## config.mk

```make
export PLATFORM = sky130hd
export DESIGN_NAME = scb_bank
export DESIGN_NICKNAME = d
export VERILOG_FILES = /design/src/hw/scb_pkg.sv /design/src/hw/scb_bank.sv
export VERILOG_INCLUDE_DIRS = /design/src /design/src/hw
export SDC_FILE = /design/constraint.sdc
export NUM_CORES = 1
export LEC_CHECK = 0
export BUFFER_PORTS_ARGS = -buffer_cell sky130_fd_sc_hd__buf_4
export CAP_MARGIN = 30
export CORE_UTILIZATION = 44
export CTS_BUF_LIST = sky130_fd_sc_hd__clkbuf_4
export CTS_CLUSTER_DIAMETER = 120
export DETAILED_ROUTE_END_ITERATION = 8
export PLACE_DENSITY = 0.78
export SETUP_SLACK_MARGIN = 0.1
export SKIP_LAST_GASP = 1
export SLEW_MARGIN = 20
export SYNTH_ARGS = -nofsm -noshare
export SYNTH_HDL_FRONTEND = slang
export SYNTH_SLANG_ARGS = --single-unit
```

## constraint.sdc

```tcl
create_clock -name i_sys_clk -period 3.1 [get_ports i_sys_clk]
set_input_delay 0.31 -clock i_sys_clk [delete_from_list [all_inputs] [get_ports i_sys_clk]]
set_output_delay 0.31 -clock i_sys_clk [all_outputs]
set_load 0.05 [all_outputs]
```

## src/hw/scb_regs.svh

```systemverilog
// register offsets, field positions and reset values of the system control register bank
`ifndef SCB_REGS_SVH
`define SCB_REGS_SVH
`define SCB_ADDR_SUM_TOP 8'hE5
`define SCB_ADDR_TRIM 8'hE6
`define SCB_ADDR_SUPPLY 8'hE7
`define SCB_ADDR_EIRQ 8'hE8
`define SCB_ADDR_PCODE_LO 8'hE9
`define SCB_ADDR_PCODE_HI 8'hEA
`define SCB_ADDR_SIVER 8'hEB
`define SCB_ADDR_FLASH_CTL 8'hEE
`define SCB_ADDR_FLASH_TIM 8'hEF
`define SCB_ADDR_ACC_B 8'hF0
`define SCB_ADDR_PWRDN 8'hF1
`define SCB_ADDR_PINSEL 8'hF2
`define SCB_ADDR_PLL_LO 8'hF4
`define SCB_ADDR_PLL_HI 8'hF5
`define SCB_RST_SUPPLY 8'h8F
`define SCB_RST_EIRQ 8'hE0
`define SCB_RST_FLASH_TIM 8'hA5
`define SCB_RST_PWRDN 8'h6F
`define SCB_RST_ZERO 8'h00
`define SCB_RST_PLL_LO 8'h00
`define SCB_RST_PLL_HI 2'h0
`define SCB_TRIM_OFF_POS 8'h00
`define SCB_TRIM_OFF_NEG 8'h80
`define SCB_SUPPLY_OFF_BIT 7
`define SCB_THRESH_MAX 4'h7
`define SCB_EIRQ_ONES 3'h7
`define SCB_PAGE_ERASE_ENABLE_BIT 6
`define SCB_DELAY_BIT 4
`define SCB_BUSY_BIT 2
`define SCB_PD_CLK 7
`define SCB_PD_IDAC 6
`define SCB_PD_TWI 5
`define SCB_PD_ADC 3
`define SCB_PD_WDT 2
`define SCB_PD_ST 1
`define SCB_PD_SPI 0
`define SCB_PIN_GPIO 5'h00
`define SCB_PIN_SYSCLK 5'h01
`define SCB_PIN_DIV2_BIT 4
`define SCB_PIN_SYSCLK_DIV2 5'h11
`define SCB_LOCK_BIT 4
`define SCB_WRITE_UNIT 4'h5
`define SCB_CLK_EXT 3'h3
`define SCB_PLL_LOCK_MS 20
`define SCB_CLK_MHZ 250
`endif

```

## src/hw/scb_pkg.sv

```systemverilog
// types shared by the system control register bank
package scb_pkg;
  typedef struct packed {
    logic osc_pll_power_down;
    logic current_dac_power_down;
    logic twowire_power_down;
    logic converter_power_down;
    logic watchdog_power_down;
    logic system_timer_power_down;
    logic serial_periph_power_down;
  } scb_power_s;
  typedef struct packed {
    logic sel;
    logic wr;
    logic rd;
    logic [7:0] addr;
    logic [7:0] wdata;
  } scb_sfr_req_s;
  typedef enum logic [2:0] {
    SCB_FL_IDLE = 3'b001,
    SCB_FL_WRITE = 3'b010,
    SCB_FL_ERASE = 3'b100
  } scb_flash_e;
endpackage

```

## src/hw/scb_bank.sv

```systemverilog
// system control special-function register bank
`timescale 1ns/100ps
`include "scb_regs.svh"
module scb_bank
  import scb_pkg::*;
#(
  parameter logic [7:0] SILICON_VERSION = 8'h11, // arbitrary value
  parameter logic [7:0] PRODUCT_CODE_HIGH = 8'h5A, // arbitrary value
  parameter logic PROD_VARIANT = 1'b0,
  parameter logic PROD_MEMORY = 1'b0,
  parameter int PLL_LOCK_CYCLES = `SCB_PLL_LOCK_MS * `SCB_CLK_MHZ * 1000
)(
  input wire logic i_sys_clk,
  input wire logic i_reset_n,
  input wire scb_sfr_req_s i_sfr,
  input wire logic [31:0] i_sum_acc,
  input wire logic i_sum_load,
  input wire logic i_supply_low,
  input wire logic i_prog_mode,
  input wire logic i_serial_prog,
  input wire logic i_flash_write_go,
  input wire logic i_flash_erase_go,
  input wire logic [5:0] i_microsecond_divider,
  input wire logic [15:0] i_millisecond_divider,
  input wire logic [2:0] i_active_clock_source,
  input wire logic i_pll_ref_locked,
  input wire logic [13:0] i_pin_sources,
  output logic [7:0] o_rdata,
  output logic [7:0] o_sum_top,
  output logic o_trim_enable,
  output logic o_trim_negative,
  output logic [6:0] o_trim_magnitude,
  output logic o_supply_detect_on,
  output logic [3:0] o_analog_supply_threshold,
  output logic o_supply_low_flag,
  output logic o_supply_low_irq,
  output logic [4:0] o_irq_enables,
  output logic o_page_erase_enable,
  output logic o_flash_delay_line_select,
  output logic o_flash_pulse,
  output logic [7:0] o_second_accumulator,
  output scb_power_s o_power_down,
  output logic o_twowire_powered,
  output logic o_converter_powered,
  output logic o_osc_pll_off,
  output logic o_aux_pin,
  output logic [9:0] o_pll_multiplier,
  output logic o_pll_detect_en
);
  logic [7:0] sum_top_reg, trim_reg, supply_reg, eirq_reg, fctl_reg, ftim_reg, accb_reg, pwr_reg, pin_reg;
  logic [7:0] pll_lo_reg;
  logic [1:0] pll_hi_reg;
  logic lock_en_reg, locked_reg, low_flag_reg, busy_reg, pin_div_reg, pin_out_reg, pin_src_prev_reg;
  logic [7:0] rdata_reg;
  logic [31:0] lock_cnt_reg;
  logic [23:0] unit_cnt_reg;
  logic [3:0] mult_cnt_reg;
  logic [1:0] sup_sync, ref_sync;
  logic supply_seen;
  scb_flash_e fl_state, fl_next;
  wire wr = i_sfr.sel & i_sfr.wr;
  wire rd = i_sfr.sel & i_sfr.rd;
  wire [7:0] a = i_sfr.addr;
  wire [7:0] d = i_sfr.wdata;
  wire wr_sum = wr && a == `SCB_ADDR_SUM_TOP;
  wire wr_trim = wr && a == `SCB_ADDR_TRIM;
  wire wr_sup = wr && a == `SCB_ADDR_SUPPLY;
  wire wr_eirq = wr && a == `SCB_ADDR_EIRQ;
  wire wr_fctl = wr && a == `SCB_ADDR_FLASH_CTL;
  wire wr_ftim = wr && a == `SCB_ADDR_FLASH_TIM;
  wire wr_accb = wr && a == `SCB_ADDR_ACC_B;
  wire wr_pwr = wr && a == `SCB_ADDR_PWRDN;
  wire wr_pin = wr && a == `SCB_ADDR_PINSEL;
  wire wr_pllo = wr && a == `SCB_ADDR_PLL_LO;
  wire wr_plhi = wr && a == `SCB_ADDR_PLL_HI;
  wire pd_adc = pwr_reg[`SCB_PD_ADC];
  // summation follows the accumulator only while the converter domain is powered
  wire [7:0] sum_top_next = pd_adc ? `SCB_RST_ZERO : (i_sum_load ? i_sum_acc[31:24] : (wr_sum ? d : sum_top_reg));
  wire thresh_ok = supply_reg[3:0] <= `SCB_THRESH_MAX;
  wire detect_on = ~supply_reg[`SCB_SUPPLY_OFF_BIT] & thresh_ok;
  wire is_ext_clk = i_active_clock_source == `SCB_CLK_EXT;
  wire [4:0] pin_code = pin_reg[7:3];
  wire [2:0] pin_idx = pin_code[3:1];
  wire pin_src = i_pin_sources[pin_idx];
  wire pin_div_mode = pin_code[0] & pin_code[`SCB_PIN_DIV2_BIT];
  wire pin_src_rise = pin_src & ~pin_src_prev_reg;
  // code 10001 divides the system clock itself, so it steps every cycle
  wire pin_div_step = (pin_code == `SCB_PIN_SYSCLK_DIV2) | pin_src_rise;
  wire [7:0] fctl_rd = {1'b0, fctl_reg[`SCB_PAGE_ERASE_ENABLE_BIT], 1'b0, fctl_reg[`SCB_DELAY_BIT], 1'b0, busy_reg,
                        i_serial_prog & i_prog_mode, i_prog_mode};
  wire [23:0] erase_units = {8'h00, i_millisecond_divider} + 24'h1;
  wire [23:0] write_units = ({18'h0, i_microsecond_divider} + 24'h1) * {20'h0, `SCB_WRITE_UNIT};
  wire [23:0] unit_len = (fl_state == SCB_FL_ERASE) ? erase_units : write_units;
  logic [7:0] rd_mux;
  always_comb begin
    fl_next = fl_state;
    unique case (fl_state)
      SCB_FL_IDLE: begin
        if (i_flash_erase_go) begin
          fl_next = SCB_FL_ERASE;
        end else if (i_flash_write_go) begin
          fl_next = SCB_FL_WRITE;
        end
      end
      SCB_FL_WRITE, SCB_FL_ERASE: begin
        if (unit_cnt_reg == 24'h1 && mult_cnt_reg == 4'h0) begin
          fl_next = SCB_FL_IDLE;
        end
      end
      default: fl_next = SCB_FL_IDLE;
    endcase
  end
  always_comb begin
    unique case (a)
      `SCB_ADDR_SUM_TOP: rd_mux = sum_top_reg;
      `SCB_ADDR_TRIM: rd_mux = trim_reg;
      `SCB_ADDR_SUPPLY: rd_mux = {supply_reg[7], 3'h0, supply_reg[3:0]};
      `SCB_ADDR_EIRQ: rd_mux = {`SCB_EIRQ_ONES, eirq_reg[4:0]};
      `SCB_ADDR_PCODE_LO: rd_mux = {6'h00, PROD_VARIANT, PROD_MEMORY};
      `SCB_ADDR_PCODE_HI: rd_mux = PRODUCT_CODE_HIGH;
      `SCB_ADDR_SIVER: rd_mux = SILICON_VERSION;
      `SCB_ADDR_FLASH_CTL: rd_mux = fctl_rd;
      `SCB_ADDR_FLASH_TIM: rd_mux = ftim_reg;
      `SCB_ADDR_ACC_B: rd_mux = accb_reg;
      `SCB_ADDR_PWRDN: rd_mux = {pwr_reg[7:5], 1'b0, pwr_reg[3:0]};
      `SCB_ADDR_PINSEL: rd_mux = {pin_reg[7:3], 3'h0};
      `SCB_ADDR_PLL_LO: rd_mux = pll_lo_reg;
      `SCB_ADDR_PLL_HI: rd_mux = {i_active_clock_source, locked_reg, 2'h0, pll_hi_reg};
      default: rd_mux = `SCB_RST_ZERO;
    endcase
  end
  // two-flop synchronisers for analog comparator and pll lock detector
  always_ff @(posedge i_sys_clk or negedge i_reset_n) begin
    if (!i_reset_n) begin
      sup_sync <= 2'h0;
      ref_sync <= 2'h0;
    end else begin
      sup_sync <= {sup_sync[0], i_supply_low};
      ref_sync <= {ref_sync[0], i_pll_ref_locked};
    end
  end
  assign supply_seen = sup_sync[1];
  always_ff @(posedge i_sys_clk or negedge i_reset_n) begin
    if (!i_reset_n) begin
      sum_top_reg <= `SCB_RST_ZERO;
    end else begin
      sum_top_reg <= sum_top_next;
    end
  end
  always_ff @(posedge i_sys_clk or negedge i_reset_n) begin
    if (!i_reset_n) begin
      trim_reg <= `SCB_RST_ZERO;
    end else if (wr_trim) begin
      trim_reg <= d;
    end
  end
  always_ff @(posedge i_sys_clk or negedge i_reset_n) begin
    if (!i_reset_n) begin
      supply_reg <= `SCB_RST_SUPPLY;
    end else if (wr_sup) begin
      supply_reg <= {d[7], 3'h0, d[3:0]};
    end
  end
  always_ff @(posedge i_sys_clk or negedge i_reset_n) begin
    if (!i_reset_n) begin
      eirq_reg <= `SCB_RST_EIRQ;
    end else if (wr_eirq) begin
      eirq_reg <= {`SCB_EIRQ_ONES, d[4:0]};
    end
  end
  always_ff @(posedge i_sys_clk or negedge i_reset_n) begin
    if (!i_reset_n) begin
      ftim_reg <= `SCB_RST_FLASH_TIM;
    end else if (wr_ftim) begin
      ftim_reg <= d;
    end
  end
  always_ff @(posedge i_sys_clk or negedge i_reset_n) begin
    if (!i_reset_n) begin
      accb_reg <= `SCB_RST_ZERO;
    end else if (wr_accb) begin
      accb_reg <= d;
    end
  end
  always_ff @(posedge i_sys_clk or negedge i_reset_n) begin
    if (!i_reset_n) begin
      pwr_reg <= `SCB_RST_PWRDN;
    end else if (wr_pwr) begin
      pwr_reg <= {d[7:5], 1'b0, d[3:0]};
    end
  end
  always_ff @(posedge i_sys_clk or negedge i_reset_n) begin
    if (!i_reset_n) begin
      pin_reg <= `SCB_RST_ZERO;
    end else if (wr_pin) begin
      pin_reg <= {d[7:3], 3'h0};
    end
  end
  // only page erase and delay line bits are writable, in any mode
  always_ff @(posedge i_sys_clk or negedge i_reset_n) begin
    if (!i_reset_n) begin
      fctl_reg <= `SCB_RST_ZERO;
    end else if (wr_fctl) begin
      fctl_reg <= {1'b0, d[`SCB_PAGE_ERASE_ENABLE_BIT], 1'b0, d[`SCB_DELAY_BIT], 4'h0};
    end
  end
  always_ff @(posedge i_sys_clk or negedge i_reset_n) begin
    if (!i_reset_n) begin
      pll_lo_reg <= `SCB_RST_PLL_LO;
    end else if (wr_pllo) begin
      pll_lo_reg <= d;
    end
  end
  always_ff @(posedge i_sys_clk or negedge i_reset_n) begin
    if (!i_reset_n) begin
      pll_hi_reg <= `SCB_RST_PLL_HI;
    end else if (wr_plhi) begin
      pll_hi_reg <= d[1:0];
    end
  end
  always_ff @(posedge i_sys_clk or negedge i_reset_n) begin
    if (!i_reset_n) begin
      rdata_reg <= `SCB_RST_ZERO;
    end else if (rd) begin
      rdata_reg <= rd_mux;
    end
  end
  // supply flag: a new low event wins over the clearing read
  always_ff @(posedge i_sys_clk or negedge i_reset_n) begin
    if (!i_reset_n) begin
      low_flag_reg <= 1'b0;
    end else if (detect_on && supply_seen) begin
      low_flag_reg <= 1'b1;
    end else if (!detect_on || (rd && a == `SCB_ADDR_SUPPLY)) begin
      low_flag_reg <= 1'b0;
    end
  end
  // lock detection waits the settle time before trusting the detector
  always_ff @(posedge i_sys_clk or negedge i_reset_n) begin
    if (!i_reset_n) begin
      lock_en_reg <= 1'b0;
      lock_cnt_reg <= 32'h0;
      locked_reg <= 1'b0;
    end else begin
      if (wr_plhi && d[`SCB_LOCK_BIT]) begin
        lock_en_reg <= 1'b1;
        lock_cnt_reg <= 32'h0;
        locked_reg <= 1'b0;
      end else if (lock_en_reg) begin
        if (lock_cnt_reg < 32'(PLL_LOCK_CYCLES)) begin
          lock_cnt_reg <= lock_cnt_reg + 32'h1;
        end
        locked_reg <= ref_sync[1] && lock_cnt_reg >= 32'(PLL_LOCK_CYCLES);
      end
    end
  end
  // pulse length is counted as units of divider periods
  always_ff @(posedge i_sys_clk or negedge i_reset_n) begin
    if (!i_reset_n) begin
      fl_state <= SCB_FL_IDLE;
      busy_reg <= 1'b0;
      unit_cnt_reg <= 24'h0;
      mult_cnt_reg <= 4'h0;
    end else begin
      fl_state <= fl_next;
      busy_reg <= fl_next != SCB_FL_IDLE;
      if (fl_state == SCB_FL_IDLE) begin
        mult_cnt_reg <= i_flash_erase_go ? ftim_reg[7:4] : ftim_reg[3:0];
        unit_cnt_reg <= i_flash_erase_go ? erase_units : write_units;
      end else if (unit_cnt_reg == 24'h1) begin
        unit_cnt_reg <= unit_len;
        mult_cnt_reg <= mult_cnt_reg - 4'h1;
      end else begin
        unit_cnt_reg <= unit_cnt_reg - 24'h1;
      end
    end
  end
  // divide-by-two codes other than 10001 toggle on rising edges of the chosen source
  always_ff @(posedge i_sys_clk or negedge i_reset_n) begin
    if (!i_reset_n) begin
      pin_div_reg <= 1'b0;
      pin_out_reg <= 1'b0;
      pin_src_prev_reg <= 1'b0;
    end else begin
      pin_src_prev_reg <= pin_src;
      // restart low on leaving a divide code so the phase is known
      if (!pin_div_mode) begin
        pin_div_reg <= 1'b0;
      end else if (pin_div_step) begin
        pin_div_reg <= ~pin_div_reg;
      end
      if (pin_code == `SCB_PIN_GPIO) begin
        pin_out_reg <= 1'b0;
      end else if (pin_code == `SCB_PIN_SYSCLK) begin
        pin_out_reg <= ~pin_out_reg;
      end else if (pin_code[0]) begin
        pin_out_reg <= pin_code[`SCB_PIN_DIV2_BIT] ? pin_div_reg : pin_src;
      end
    end
  end
  always_ff @(posedge i_sys_clk or negedge i_reset_n) begin
    if (!i_reset_n) begin
      o_trim_enable <= 1'b0;
    end else begin
      o_trim_enable <= trim_reg != `SCB_TRIM_OFF_POS && trim_reg != `SCB_TRIM_OFF_NEG;
    end
  end
  always_ff @(posedge i_sys_clk or negedge i_reset_n) begin
    if (!i_reset_n) begin
      o_supply_low_irq <= 1'b0;
    end else begin
      o_supply_low_irq <= detect_on && supply_seen;
    end
  end
  // reserved threshold codes count as detection off
  always_ff @(posedge i_sys_clk or negedge i_reset_n) begin
    if (!i_reset_n) begin
      o_supply_detect_on <= 1'b0;
    end else begin
      o_supply_detect_on <= detect_on;
    end
  end
  always_ff @(posedge i_sys_clk or negedge i_reset_n) begin
    if (!i_reset_n) begin
      o_flash_pulse <= 1'b0;
    end else begin
      o_flash_pulse <= fl_next != SCB_FL_IDLE;
    end
  end
  always_ff @(posedge i_sys_clk or negedge i_reset_n) begin
    if (!i_reset_n) begin
      o_twowire_powered <= 1'b0;
    end else begin
      o_twowire_powered <= ~pwr_reg[`SCB_PD_TWI] & pwr_reg[`SCB_PD_SPI];
    end
  end
  always_ff @(posedge i_sys_clk or negedge i_reset_n) begin
    if (!i_reset_n) begin
      o_converter_powered <= 1'b0;
    end else begin
      o_converter_powered <= ~pwr_reg[`SCB_PD_ADC];
    end
  end
  always_ff @(posedge i_sys_clk or negedge i_reset_n) begin
    if (!i_reset_n) begin
      o_osc_pll_off <= 1'b0;
    end else begin
      o_osc_pll_off <= pwr_reg[`SCB_PD_CLK] & is_ext_clk;
    end
  end
  assign o_rdata = rdata_reg;
  assign o_sum_top = sum_top_reg;
  assign o_trim_negative = trim_reg[7];
  assign o_trim_magnitude = trim_reg[6:0];
  assign o_analog_supply_threshold = supply_reg[3:0];
  assign o_supply_low_flag = low_flag_reg;
  assign o_irq_enables = eirq_reg[4:0];
  assign o_page_erase_enable = fctl_reg[`SCB_PAGE_ERASE_ENABLE_BIT];
  assign o_flash_delay_line_select = fctl_reg[`SCB_DELAY_BIT];
  assign o_second_accumulator = accb_reg;
  assign o_power_down = {pwr_reg[7:5], pwr_reg[3:0]};
  assign o_pll_multiplier = {pll_hi_reg, pll_lo_reg};
  assign o_pll_detect_en = lock_en_reg;
  assign o_aux_pin = pin_out_reg;
endmodule

```

After elaboration in Yosys (flattened, before gate mapping)
Index checks and enable logic that the tools add are counted.
{ "totals": {"ff_bits": 154, "out_inout_bits": 70} }
{ "op_classes": {"n_addsub": 5, "n_eq_ne": 23, "n_mux": 30, "n_reduce_logical": 30, "multipliers": 1, "magnitude_cmp": 4, "bitwise": 15} }
{ "ops": {"columns": ["cell", "count"], "rows": [
  ["equality test 8 bit (second input constant)", 13],
  ["case mux 8 bit (13 select lines)", 1],
  ["2-to-1 mux 32 bit", 3],
  ["2-to-1 mux 24 bit", 2],
  ["2-to-1 mux 17 bit", 2],
  ["adder 32 x 1 -> 32 bit (second input constant)", 1],
  [">= comparator 32 x 23 -> 1 bit (second input constant)", 1],
  ["< comparator 32 x 23 -> 1 bit (second input constant)", 1],
  ["equality test 24 x 1 -> 1 bit (second input constant)", 1],
  ["2-to-1 mux 8 bit", 3],
  ["subtractor 24 x 1 -> 24 bit (second input constant)", 1],
  ["adder 16 x 1 -> 17 bit (second input constant)", 1],
  ["logical AND 1 bit", 17],
  ["2-to-1 mux 4 bit", 3],
  ["2-to-1 mux 1 bit", 11],
  ["multiplier 7 x 3 -> 10 bit (second input constant)", 1],
  ["2-to-1 mux 3 bit", 3],
  ["AND 1 bit", 8],
  ["inequality test 8 bit (second input constant)", 1],
  ["nonzero test 2 bit", 4],
  ["nonzero test 8 bit", 1],
  ["adder 6 x 1 -> 7 bit (second input constant)", 1],
  ["equality test 3 x 2 -> 1 bit (second input constant)", 2],
  ["inverter 1 bit", 6],
  ["other kinds (19)", 20]
]} }

Longest topological paths before layout
{ "logic_depth": {"word_depth": 6, "depth_mapped": 11} }

Least setup slack after synthesis
No wires, ideal clock.
{ "synth_timing": {"path_kind": "register to register", "start": "register unit_cnt_reg[2]", "end": "register unit_cnt_reg[8]", "synth_period_minus_slack_ns": 2.466, "stages_incl_launch_ff": 9, "arrival_ns": 2.343, "path_buffers": 3, "required_time_ns": 2.977, "slack_ns": 0.634, "setup_time_ns": 0.123, "path_cell_list": "dfrtp_1 or4_1 or4b_1 buf_6 o32a_1 buf_6 buf_8 o22ai_1 a21oi_1"} }
{ "synth_via": {"elab_chain_len": 3, "elab_cells_between_ends": 4, "cone_classes": "add/sub: 1; eq/ne: 1; mux: 2"} }
{ "synth_lines": {"columns": ["item", "line_no", "source"], "rows": [
  ["start: declaration", "scb_bank.sv:56", "logic [23:0] unit_cnt_reg;"],
  ["start signal: assignment", "scb_bank.sv:269", "unit_cnt_reg <= i_flash_erase_go ? erase_units : write_units;"],
  ["start signal: assignment", "scb_bank.sv:271", "unit_cnt_reg <= unit_len;"],
  ["start signal: assignment", "scb_bank.sv:274", "unit_cnt_reg <= unit_cnt_reg - 24'h1;"],
  ["subtractor 24 x 1 -> 24 bit or equality test 24 x 1 -> 1 bit (tied branches)", "scb_bank.sv:274, scb_bank.sv:270", null],
  ["2-to-1 mux 24 bit *", "scb_bank.sv:270", "end else if (unit_cnt_reg == 24'h1) begin"],
  ["2-to-1 mux 24 bit *", "scb_bank.sv:267", "if (fl_state == SCB_FL_IDLE) begin"]
]} }
Every way passes the cells marked *; elsewhere a longest branch is shown, timed or not.
A chain may end at the register's enable or synchronous reset.

Worst setup path in the final report
{ "layout_timing": {"start": "register unit_cnt_reg[2]", "end": "register unit_cnt_reg[6]"} }
The elaborated chain is that of the path after synthesis.

==> summary.txt <==
Run status
  – Status: finished, final reports clean

Worst setup path
  – Crit-path max FO: 17
  – Worst EP required: approximately 3.6 ns
  – RR Endpoint: unit_cnt_reg[6]$_DFF_PN0_
  – Crit path largest cell delay: ~0.71 ns
  – Crit-path cells: or4_1, or4b_1, o32a_1, o22a_1, o31ai_1
  – R2R depth: 5
  – Delay-heaviest family, CP: simple AND/OR/NAND/NOR gates
  – Buf/Inv on CP: 0
  – Worst r2r src: unit_cnt_reg[2]$_DFF_PN0_
  – Slowest cell on crit path: or4b_1
  – CP Launch Type: flop
  – Critical setup path kind: reg -> reg
  – CP arrival: approximately 3.3 ns
  – R2R Setup Slk: 0.26 ns
  – Worst setup endpoint: unit_cnt_reg[6]$_DFF_PN0_
  – Nature of the critical path endpoint: flop
  – Critical Path Start: unit_cnt_reg[2]$_DFF_PN0_
  – Worst path depth: 5

Cells and area
  – Commonest non-fill, non-tap cell in the layout: buf_4
  – Filler cell count: roughly 1700
  – Area Growth Syn to Fin: 19.1%
  – Largest register FFs: 32
  – Nets: 1096
  – Layout Utilization: between 50% and 60%
  – Commonest cells after routing, fill and taps aside: 155 x buf_4, 138 x dfrtp_1, 63 x mux2_2
  – Share of cells above drive strength 1: 28.7%

Timing
  – Max Transition Viols Final: 0
  – Setup TNS: 0 ns
  – Hold Fails Final Rpt: 0
  – Setup violations, final: 0
  – Worst-margin pin slew: 0.882 ns
  – RSZ-0062 raised after global routing: false
  – Clock Skew: around 0.027 ns
  – Final worst path period need: 2.84 ns
  – Final period utilization: approximately 92%
  – Relative slew slack: 41.1%
  – Fmax: roughly 350 MHz

Hold path
  – Hold crit path type: in -> reg

Yosys
  – Async SR Flop Fraction: 100%
  – Synth Area in Compound Gates: 14.7%
  – Unique masters post-synth: 78
  – #FFs+latches synth: approximately 150
  – Synth Instances: roughly 840
  – Sequential share of the synthesized area: between 40% and 50%
  – Netlist Area Pre-Place: between 8000 and 9000 um2
  – YS warnings: 0
  – Largest family of logic cells by synthesized area: simple AND/OR/NAND/NOR gates
  – Simple-gate share of the synthesized area: 18.7%
  – Xor and xnor area share after synthesis: under 10%
  – Synth Area in Adders: 2.12%
  – Mux contribution to synthesized area: between 10 and 15%
  – Synth Net Count: between 900 and 1000
  – Mean post-synth cell area: between 10 and 15 um2
  – EDFF count, synth: 0
  – Ys flop type: dfrtp_1

Placed design
  – DP HPWL: roughly 17000 um
  – RePlAce Congestion: slightly below 1
  – IO buf count: around 140

Pwr
  – Leakage: between 4 and 5 nW
  – Pwr Density: between 500 and 600 nW/um2
  – Max VDD drop: 0.262 mV

Clock network
  – Clock Latency Late Sink: 0.57 ns
  – CTS tree: done
  – # Post-CTS Setup Buffers: 0
  – H-tree depth: 4
  – Inserted Clock Buffers: 17
  – Clock transition at the registers of the reported paths: 0.15 ns
  – Clk buf depth: 2
  – # clock sinks: roughly 150
  – Root Driver: clkbuf_4

Floorplanning
  – Initial Utilization: a little under half
  – CORE AREA: 19000 um2
  – I/O pin cnt: between 150 and 200
  – # rows: 50
  – Chip height: 142 um
  – Die area: around 20000 um2
  – Die X: roughly 140 um

Route
  – Vias per cell: ~5.9
  – Initial DRC Count: ~670
  – Total Routed Length: between 20000 and 25000 um
  – DR WL/cell: between 15 and 20 um
  – DR vias: 7363
  – # DRC: 0
  – DR pass1 iterations: 5
  – Antenna viol nets, final: 0

Global routing
  – Largest net degree at the start of global routing: 68
  – Global route overflow: 0
  – Initial antenna violation count: 1
  – Vias in the first global route: between 7000 and 8000
  – GRT Overall Usage: 23.6%
  – First-pass GRT wire length: about 37000 um

Run
  – Maxcap violations: 0
## kinds of logic after synthesis
family / after synthesis
AO/OA/AOI/OAI: 176
adder cells (fa/ha/maj): 14
multiplexers: 85
flip-flops: 154
AND/OR/NAND/NOR: 296
XOR/XNOR: 49
buffers and inverters: 69
## worst min-delay path by stage
stage | depth (start not counted) | startpoint | endpoint
5_1_grt | 3 | i_sfr[2] | pwr_reg[2]$_DFFE_PN1P_
3_3_place_gp | 0 | sup_sync[0]$_DFF_PN0_ | sup_sync[1]$_DFF_PN0_
4_1_cts | 2 | i_active_clock_source[2] | o_osc_pll_off$_DFF_PN0_
3_5_place_dp | 0 | sup_sync[0]$_DFF_PN0_ | sup_sync[1]$_DFF_PN0_
6_report | 2 | i_active_clock_source[0] | o_osc_pll_off$_DFF_PN0_
2_1_floorplan | 0 | i_reset_n | eirq_reg[0]$_DFFE_PN0P_
## stage by stage
step                std cells  power [mW]  cell area (um2)  setup slack (ns)  hold slack [ns]
finish                   1257        5.28            10300             0.258           0.0347
detailed placement       1217        4.14             9940             0.304            0.340
CTS                      1254        5.32            10300             0.276          0.00580
global placement         1217        4.09             9940             0.328            0.335
global route             1257        5.61            10300             0.153          0.00691
floorplan                 843        3.70             8630             0.634           0.0144
## cell usage after synthesis (all sizes together), types with 6 or more instances
cell       n  area share, %
a211oi     7           0.67
a21o       9           0.78
a21oi     32            1.9
a31oi      8           0.58
and2      20            1.4
and3      12           0.87
buf       13            1.1
clkbuf    30            1.3
dfrtp    138             40
dfstp     16            4.9
ha        13            1.9
inv       26            1.1
mux2      63            8.2
mux2i     20            2.3
nand2     60            2.6
nand2b     8           0.58
nand3     34            2.0
nand3b     6           0.52
nand4     18            1.3
nor2      43            1.9
nor2b      9           0.65
nor3      26            1.6
nor4      12           0.87
o2111ai    6           0.61
o21ai     25            1.4
o22a       7           0.71
o22ai     11            1.0
o31ai     21            2.0
or3       11           0.80
or4       14            1.2
xnor2     28            2.8
xor2      21            2.1
## worst reg2reg max path, cell delays in order (launching register included)
cell	delay, ns
dfrtp_1	0.44
or4_1	0.57
or4b_1	0.71
o32a_1	0.65
o22a_1	0.32
o31ai_1	0.06
## repair_timing
action | 4_1_cts | 5_1_grt
endpoints found under the setup margin | 0 | 0
hold buffers | 5 | 1
resized for setup | 0 | 0
hold endpoints to repair | 64 | 1
## routing by layer
layer	part of all wire [%]	vias up	track usage (%)
met5	0	-	0
met4	2.6	0	8.77
met3	6.9	50	4.58
met2	47	308	37.6
met1	43	3589	31.9
li1	-	3416	-
## power by group
group          leakage, nW  total [mW]  internal [mW]  switching (mW)
registers             1.96        2.57           2.27           0.300
clock network        0.131        1.16          0.418           0.746
logic                 2.48        1.55          0.666           0.882
total                 4.57        5.28           3.36            1.93
## layout make-up
class	count	area [um2]	share of cell area [%]
Tap cell	260	325	3.17
Sequential cell	154	3870	37.7
Clock inverter	13	120	1.17
Inverter	26	97.6	0.950
Clock buffer	19	143	1.39
Antenna cell	1	2.50	0.0244
Timing Repair Buffer	164	1260	12.3
Multi-Input combinational cell	620	4450	43.3
No activity file was read; power rests on OpenSTA's default activity.
